<file path="src/pin_config_pkg.sv">
// Constants, register map and carrier types for the port pin configuration
// block. Assumes an 8-pin port and a 32-bit Avalon-MM register bus.
package pin_config_pkg;

    localparam int pin_count = 8;

    // Printed offsets are not word aligned, so they are register indices
    localparam logic [11:0] index_reg_index = 12'hFD0;
    localparam logic [11:0] window_reg_index = 12'hFD1;
    localparam logic [11:0] stop_state_reg_index = 12'hFD2;
    localparam logic [11:0] pin_state_reg_index = 12'hFD3;
    localparam int addr_width = 14;

    // Subregister selector values
    localparam logic [7:0] sel_open_drain = 8'h03;
    localparam logic [7:0] sel_strong_drive = 8'h04;
    localparam logic [7:0] sel_wake_source = 8'h05;
    localparam logic [7:0] sel_weak_pullup = 8'h06;

    localparam logic [7:0] reset_value = 8'h00;
    localparam logic [31:0] unmapped_read = 32'h0000_0000;

    typedef struct packed {
        logic [addr_width-1:0] address;
        logic read;
        logic write;
        logic [3:0] byteenable;
        logic [31:0] writedata;
    } bus_request_type;

    typedef struct packed {
        logic [31:0] readdata;
        logic waitrequest;
    } bus_answer_type;

    // Per-pin settings delivered to the pad ring
    typedef struct packed {
        logic [pin_count-1:0] drain_enable;
        logic [pin_count-1:0] strong_drive;
        logic [pin_count-1:0] pullup_enable;
    } pad_control_type;

    typedef enum logic [1:0] {
        bus_idle = 2'b00,
        bus_answer = 2'b01
    } bus_state_type;

endpackage

</file>
<file path="src/pin_sync.sv">
// Two-flop synchroniser for one pad input.
// Assumes the pad level is asynchronous to clock.
module pin_sync (
    // Clock and reset
    input wire logic clock,
    input wire logic reset_n,
    // Data
    input wire logic level_in,
    output logic level_out
);
    logic first_stage;

    always_ff @(posedge clock or negedge reset_n) begin
        if (!reset_n) begin
            first_stage <= 1'b0;
            level_out <= 1'b0;
        end else begin
            first_stage <= level_in;
            level_out <= first_stage;
        end
    end
endmodule

</file>
<file path="src/port_pin_config_subregs.sv">
// Port pin configuration registers behind an indexed subregister window.
// Assumes an Avalon-MM master on clock and pad inputs from the pins.
module port_pin_config_subregs
    import pin_config_pkg::*;
(
    // Clock and reset
    input wire logic clock,
    input wire logic reset_n,
    // Avalon-MM slave
    input wire logic [pin_config_pkg::addr_width-1:0] address,
    input wire logic read,
    input wire logic write,
    input wire logic [3:0] byteenable,
    input wire logic [31:0] writedata,
    output logic [31:0] readdata,
    output logic waitrequest,
    // Alternate function drain override per pin, from the same clock
    input wire logic [pin_config_pkg::pin_count-1:0] alt_drain_disable,
    // Pads
    input wire logic [pin_config_pkg::pin_count-1:0] pin_level,
    output pin_config_pkg::pad_control_type pad_control,
    // Power state
    input wire logic stop_state,
    output logic stop_recovery
);
    import pin_config_pkg::*;

    bus_request_type request;
    bus_state_type bus_state;
    logic [7:0] port_a_subreg_index;
    logic [7:0] open_drain_bits;
    logic [7:0] strong_drive_bits;
    logic [7:0] wake_source_bits;
    logic [7:0] weak_pullup_bits;
    logic [pin_count-1:0] pin_synced;
    logic [pin_count-1:0] pin_last;
    logic [7:0] window_value;
    logic [31:0] next_readdata;
    logic take;
    logic low_lane;
    logic hit_index;
    logic hit_window;

    assign request = '{address, read, write, byteenable, writedata};

    // Word address is the register index
    assign hit_index = request.address[addr_width-1:2] == index_reg_index;
    assign hit_window = request.address[addr_width-1:2] == window_reg_index;
    assign low_lane = request.byteenable[0];

    // One wait state: accept on the idle cycle, answer on the next
    always_ff @(posedge clock or negedge reset_n) begin
        if (!reset_n) begin
            bus_state <= bus_idle;
        end else begin
            unique case (bus_state)
                bus_idle: begin
                    if (request.read || request.write) begin
                        bus_state <= bus_answer;
                    end
                end
                bus_answer: begin
                    bus_state <= bus_idle;
                end
            endcase
        end
    end

    assign waitrequest = !(bus_state == bus_answer);
    assign take = bus_state == bus_answer;

    // Subregister currently behind the window
    always_comb begin
        unique case (port_a_subreg_index)
            sel_open_drain: window_value = open_drain_bits;
            sel_strong_drive: window_value = strong_drive_bits;
            sel_wake_source: window_value = wake_source_bits;
            sel_weak_pullup: window_value = weak_pullup_bits;
            default: window_value = reset_value;
        endcase
    end

    always_comb begin
        next_readdata = unmapped_read;
        if (hit_index) begin
            next_readdata[7:0] = port_a_subreg_index;
        end else if (hit_window) begin
            next_readdata[7:0] = window_value;
        end else if (request.address[addr_width-1:2] == stop_state_reg_index)
        begin
            next_readdata[0] = stop_recovery;
        end else if (request.address[addr_width-1:2] == pin_state_reg_index)
        begin
            next_readdata[pin_count-1:0] = pin_synced;
        end
    end

    // Data captured while waiting, so it stands at the answering edge
    always_ff @(posedge clock or negedge reset_n) begin
        if (!reset_n) begin
            readdata <= unmapped_read;
        end else if (bus_state == bus_idle && request.read) begin
            readdata <= next_readdata;
        end
    end

    always_ff @(posedge clock or negedge reset_n) begin
        if (!reset_n) begin
            port_a_subreg_index <= reset_value;
        end else if (take && request.write && hit_index && low_lane) begin
            port_a_subreg_index <= request.writedata[7:0];
        end
    end

    // Unknown selectors leave every subregister untouched
    always_ff @(posedge clock or negedge reset_n) begin
        if (!reset_n) begin
            open_drain_bits <= reset_value;
            strong_drive_bits <= reset_value;
            wake_source_bits <= reset_value;
            weak_pullup_bits <= reset_value;
        end else if (take && request.write && hit_window && low_lane) begin
            unique case (port_a_subreg_index)
                sel_open_drain: open_drain_bits <= request.writedata[7:0];
                sel_strong_drive: strong_drive_bits <= request.writedata[7:0];
                sel_wake_source: wake_source_bits <= request.writedata[7:0];
                sel_weak_pullup: weak_pullup_bits <= request.writedata[7:0];
                default: ;
            endcase
        end
    end

    // Pad control is combinational from the bits so alternate functions
    // see the same setting without a pipeline stage
    assign pad_control.drain_enable = ~open_drain_bits
        & ~alt_drain_disable;
    assign pad_control.strong_drive = strong_drive_bits;
    assign pad_control.pullup_enable = weak_pullup_bits;

    genvar pin;
    generate
        for (pin = 0; pin < pin_count; pin++) begin : sync_pins
            pin_sync sync (
                .clock(clock),
                .reset_n(reset_n),
                .level_in(pin_level[pin]),
                .level_out(pin_synced[pin])
            );
        end
    endgenerate

    always_ff @(posedge clock or negedge reset_n) begin
        if (!reset_n) begin
            pin_last <= '0;
        end else begin
            pin_last <= pin_synced;
        end
    end

    // Recovery is a one-cycle pulse on an enabled edge during stop
    always_ff @(posedge clock or negedge reset_n) begin
        if (!reset_n) begin
            stop_recovery <= 1'b0;
        end else begin
            stop_recovery <= stop_state
                && |((pin_synced ^ pin_last) & wake_source_bits);
        end
    end

    property p_open_drain;
        @(posedge clock) disable iff (!reset_n)
        open_drain_bits[0] |-> !pad_control.drain_enable[0];
    endproperty
    a_open_drain: assert property (p_open_drain)
        else $error("drain enabled with open-drain bit set");

    property p_drain_on;
        @(posedge clock) disable iff (!reset_n)
        (!open_drain_bits[1] && !alt_drain_disable[1])
            |-> pad_control.drain_enable[1];
    endproperty
    a_drain_on: assert property (p_drain_on)
        else $error("drain disabled without cause");

    property p_wake;
        @(posedge clock) disable iff (!reset_n)
        (stop_state && wake_source_bits[2] && pin_synced[2] != pin_last[2])
            |=> stop_recovery;
    endproperty
    a_wake: assert property (p_wake)
        else $error("enabled transition did not start recovery");

    property p_no_wake;
        @(posedge clock) disable iff (!reset_n)
        (wake_source_bits == 8'h00 || !stop_state) |=> !stop_recovery;
    endproperty
    a_no_wake: assert property (p_no_wake)
        else $error("recovery without an enabled source");

    property p_write_od;
        @(posedge clock) disable iff (!reset_n)
        (take && request.write && hit_window && low_lane
            && port_a_subreg_index == sel_open_drain)
            |=> open_drain_bits == $past(request.writedata[7:0]);
    endproperty
    a_write_od: assert property (p_write_od)
        else $error("open-drain write lost");

    property p_write_hd;
        @(posedge clock) disable iff (!reset_n)
        (take && request.write && hit_window && low_lane
            && port_a_subreg_index == sel_strong_drive)
            |=> pad_control.strong_drive == $past(request.writedata[7:0]);
    endproperty
    a_write_hd: assert property (p_write_hd)
        else $error("strong drive write lost");

    property p_write_pu;
        @(posedge clock) disable iff (!reset_n)
        (take && request.write && hit_window && low_lane
            && port_a_subreg_index == sel_weak_pullup)
            |=> pad_control.pullup_enable == $past(request.writedata[7:0]);
    endproperty
    a_write_pu: assert property (p_write_pu)
        else $error("pull-up write lost");

    property p_only_selected;
        @(posedge clock) disable iff (!reset_n)
        (take && request.write && port_a_subreg_index != sel_wake_source)
            |=> $stable(wake_source_bits);
    endproperty
    a_only_selected: assert property (p_only_selected)
        else $error("unselected subregister changed");

    property p_read_window;
        @(posedge clock) disable iff (!reset_n)
        (bus_state == bus_idle && request.read && hit_window
            && port_a_subreg_index == sel_wake_source)
            |=> readdata[7:0] == $past(wake_source_bits) && !waitrequest;
    endproperty
    a_read_window: assert property (p_read_window)
        else $error("window read returned wrong subregister");

    property p_write_ws;
        @(posedge clock) disable iff (!reset_n)
        (take && request.write && hit_window && low_lane
            && port_a_subreg_index == sel_wake_source)
            |=> wake_source_bits == $past(request.writedata[7:0]);
    endproperty
    a_write_ws: assert property (p_write_ws)
        else $error("wake source write lost");

    property p_index_write;
        @(posedge clock) disable iff (!reset_n)
        (take && request.write && hit_index && low_lane)
            |=> port_a_subreg_index == $past(request.writedata[7:0]);
    endproperty
    a_index_write: assert property (p_index_write)
        else $error("selector write lost");

    // Selectors outside the mapped range must not reach any subregister
    property p_bad_sel;
        @(posedge clock) disable iff (!reset_n)
        (take && request.write && hit_window
            && (port_a_subreg_index < sel_open_drain
            || port_a_subreg_index > sel_weak_pullup))
            |=> $stable(open_drain_bits) && $stable(strong_drive_bits)
            && $stable(wake_source_bits) && $stable(weak_pullup_bits);
    endproperty
    a_bad_sel: assert property (p_bad_sel)
        else $error("write through unknown selector stored");

    property p_reset_clear;
        @(posedge clock) disable iff (!reset_n)
        $rose(reset_n) |-> open_drain_bits == reset_value
            && strong_drive_bits == reset_value
            && wake_source_bits == reset_value
            && weak_pullup_bits == reset_value;
    endproperty
    a_reset_clear: assert property (p_reset_clear)
        else $error("subregister not cleared by reset");

    property p_masked_wake;
        @(posedge clock) disable iff (!reset_n)
        (stop_state
            && ((pin_synced ^ pin_last) & wake_source_bits) == 8'h00)
            |=> !stop_recovery;
    endproperty
    a_masked_wake: assert property (p_masked_wake)
        else $error("recovery from a masked pin");

    property p_drain_all;
        @(posedge clock) disable iff (!reset_n)
        (open_drain_bits & pad_control.drain_enable) == 8'h00;
    endproperty
    a_drain_all: assert property (p_drain_all)
        else $error("open-drain pin still drives");

endmodule

</file>
<file path="config.mk">
export PLATFORM = sky130hd
export DESIGN_NAME = port_pin_config_subregs
export DESIGN_NICKNAME = d
export VERILOG_FILES = /design/src/pin_config_pkg.sv /design/src/pin_sync.sv /design/src/port_pin_config_subregs.sv
export SDC_FILE = /design/constraint.sdc
export NUM_CORES = 1
export LEC_CHECK = 0
export BUFFER_PORTS_ARGS = -buffer_cell sky130_fd_sc_hd__buf_4
export CAP_MARGIN = 40
export CORE_UTILIZATION = 53
export DETAILED_ROUTE_END_ITERATION = 10
export GPL_TIMING_DRIVEN = 0
export HOLD_SLACK_MARGIN = 0.08
export PLACE_DENSITY_LB_ADDON = 0.2
export SYNTH_ARGS = -nofsm -noshare
export SYNTH_HDL_FRONTEND = slang
export SYNTH_SLANG_ARGS = --single-unit
</file>
<file path="constraint.sdc">
create_clock -name clock -period 5.5 [get_ports clock]
set_clock_uncertainty 0.2 [all_clocks]
set_input_delay 1.375 -clock clock [delete_from_list [all_inputs] [get_ports clock]]
set_output_delay 1.375 -clock clock [all_outputs]
set_load 0.01 [all_outputs]
</file>
==> results.sh <==
export IMPL_ctsHoldBuffers=0
export IMPL_syn_to_final_growth_pct=27.6
export IMPL_synth_compound_area_share_pct=9.20
export IMPL_worstPathMaxFanout=9
export IMPL_gp_congestion=0.888
export IMPL_post_drt_wl_per_cell_um=16.0
export IMPL_worst_hold_slack_ns=0.152
export IMPL_maxCapViolations=0
export IMPL_coreArea_um2=6350
export IMPL_stdcell_area_um2=4450
export IMPL_worstPathRequired_ns=5.52
export IMPL_hp_class="reg -> reg"
export IMPL_critical_path_class="in -> reg"
export IMPL_power_frac_seq_pct=52.2
export IMPL_first_pass_iters=4
export IMPL_final_nets=476
export IMPL_yosysTopAreaCell="dfrtp_1"
export IMPL_routed_wl_mm=7.79
export IMPL_ant_nets=0
export IMPL_dieArea_um2=6900
export IMPL_hold_viol_final=0
export IMPL_grt_pass1_vias=2486
export IMPL_worst_pin_slew_ns=0.847
export IMPL_dp_hpwl_mm=5.66
export IMPL_synth_top_family_by_area="multiplexers"
export IMPL_io_pins=129
export IMPL_ir_drop_mv=0.226
export IMPL_combPwrFrac_pct=11.4
export IMPL_synthSimpleGateAreaFrac_pct=13.4
export IMPL_slew_violations=0
export IMPL_die_y_um=83.1
export IMPL_tns_ns=0
export IMPL_clk_pin_slew_ns=0.08
export IMPL_ys_types=36
export IMPL_drt_iter0_drc=216
export IMPL_setup_ws_ns=1.92
export IMPL_io_buffer_count=75
export IMPL_synth_edf_count=0
export IMPL_insertion_delay_ns=0.35
export IMPL_cts_sinks=74
export IMPL_num_fill_cells=476
export IMPL_seqCellArea_um2=1850
export IMPL_p_clk_share_pct=36.4
export IMPL_grt_pass1_wl_mm=12.5
export IMPL_setup_viol=0
export IMPL_avgSynthCellArea_um2=11.8
export IMPL_yosysWarnings=0
export IMPL_cts_root_buf="clkbuf_8"
export IMPL_cts_buffers=9
export IMPL_start_kind="input port"
export IMPL_cts_setup_buffers=0
export IMPL_start_util_pct=54.9
export IMPL_cts_resized_gates=0
export IMPL_period_share_pct=65.0
export IMPL_cts_tree="built"
export IMPL_switching_share_pct=24.5
export IMPL_synthArstFlopShare_pct=100
export IMPL_track_usage_pct=24.0
export IMPL_place_ws_ns=1.59
export IMPL_yosysSeqAreaShare_pct=53.2
export IMPL_grt_start_max_net_pins=46
export IMPL_syn_area_um2=3480
export IMPL_status="completed"
export IMPL_grt_ovfl_total=0
export IMPL_end_kind="flip-flop"
export IMPL_antenna_found_initial=0
export IMPL_leakage_uw=0.00215
export IMPL_ys_seq_elements=74
export IMPL_rsz0062_at_grt="no"
export IMPL_diodes=0
export IMPL_synth_flop_cell="dfrtp_1"
export IMPL_p_per_area_nw_per_um2=249
export IMPL_die_w_um=83.1
export IMPL_htreeDepth=3
export IMPL_placed_area_um2=4260
export IMPL_vias_per_cell=5.34
export IMPL_relSlewSlack_pct=43.1
export IMPL_vias=2593
export IMPL_synthCells=294
export IMPL_synth_area_top_cells="dfrtp_1 53%, mux2_2 13%, buf_4 5.4%, nand3b_1 3.9%, nor2_1 3.1%"
export IMPL_p_int_uw=835
export IMPL_switchingPower_uw=272
export IMPL_min_period_ns=3.58
export IMPL_synth_xor_area_share_pct=2.01
export IMPL_row_count=29
export IMPL_drive_above_1_share_pct=40.6
export IMPL_fmax_ghz=0.280
export IMPL_crit_arrival_ns=3.60
export IMPL_cts_buffer_depth=2
export IMPL_drc=0
export IMPL_synth_top_area_share_pct=53.2
export IMPL_synthAdderAreaFrac_pct=0
export IMPL_multi_input_area_um2=1480
export IMPL_synth_mux_area_share_pct=15.2
==> power by group through the flow <==
stage / Sequential, uW / Combinational, uW / Clock, uW
floorplan: 589 / 52.6 / 0
global placement: 588 / 122 / 0
detailed placement: 588 / 127 / 0
CTS: 577 / 128 / 410
global route: 580 / 140 / 437
finish: 577 / 127 / 403
==> cell usage in the layout (no fill, tap or decap), drive strengths merged, types with 8 or more instances in the layout <==
master	instances
nor3	9
mux2i	8
mux2	40
o211ai	8
buf	104
nor2	30
xor2	8
clkbuf	19
a21oi	16
nand3b	18
conb	24
dfrtp	74
a211oi	8
==> metrics by stage <==
stage / power, uW / utilization (%) / std cells
2_1_floorplan: 642 / - / 317
3_3_place_gp: 709 / 66.6 / 469
3_5_place_dp: 715 / 67.1 / 471
4_1_cts: 1120 / 70.0 / 486
5_1_grt: 1160 / 70.0 / 486
6_report: 1110 / 70.0 / 486
==> registers in the layout (all words and copies together), names as in the netlist, 8 cells and up <==
register and cells:
sync_pins.sync.first_stage 8, port_a_subreg_index 8, open_drain_bits 8, pin_last 8, sync_pins.sync.level_out 8, readdata 8, weak_pullup_bits 8, wake_source_bits 8
strong_drive_bits 8
==> synth_stat cells (2+ instances only) <==
cell type	instances
nor2_1	29
dfrtp_1	74
buf_1	2
xor2_1	8
a211oi_1	8
nor3_1	9
or4_4	2
a21o_1	7
a22oi_1	4
nor2b_1	2
a21oi_1	16
nand3b_1	18
or2_2	2
inv_1	3
o211ai_1	8
buf_4	25
mux2i_1	8
nor4_4	2
nand4_1	3
clkbuf_1	9
mux2_2	40
==> area by class of cell <==
cell class	count	share of cell area [%]
plain buffers	36	5.15
clock inverters	5	1.27
multi-input cells	204	33.2
inverters	3	0.253
repair buffers	77	13.4
clock buffers	10	2.87
well taps	77	2.17
flip-flops and latches	74	41.7
==> worst max-delay path, stage by stage <==
cell and delay, ns:
buf_4 0.12, nor2_1 0.47, or4b_2 0.62, clkbuf_1 0.22, nor2_2 0.39, mux2_2 0.39
==> cells by family (layout without fill, tap and decap cells) <==
kind of cell | count (synthesis) | count (layout)
compound gates | 47 | 47
xor+xnor | 8 | 8
buf+inv | 39 | 131
flops | 74 | 74
mux | 48 | 48
other cells | 1 | 24
simple gates | 77 | 77
==> final timing paths <==
check	to	cells after the start	slack, ns	start
min in group asynchronous	open_drain_bits[4]	1	0.76	reset_n
worst max-delay path	port_a_subreg_index[6]	6	1.92	address[3]
worst min-delay path	sync_pins[0].sync.level_out	0	0.15	sync_pins[0].sync.first_stage
worst min register to register	sync_pins[0].sync.level_out	0	0.15	sync_pins[0].sync.first_stage
max in group asynchronous	strong_drive_bits[0]	2	3.80	reset_n
worst max register to register	strong_drive_bits[4]	4	2.61	port_a_subreg_index[4]
==> layer usage <==
layer	wire, um	part of all wire [%]	global-route usage [%]	vias to the layer above
li1	-	-	-	1222
met4	173	2.2	9.87	0
met5	0	0	0	-
met1	3420	44	31.2	1254
met3	469	6.0	6.56	15
met2	3720	48	38.2	102
Note: power is estimated with default switching activity, not from simulation.
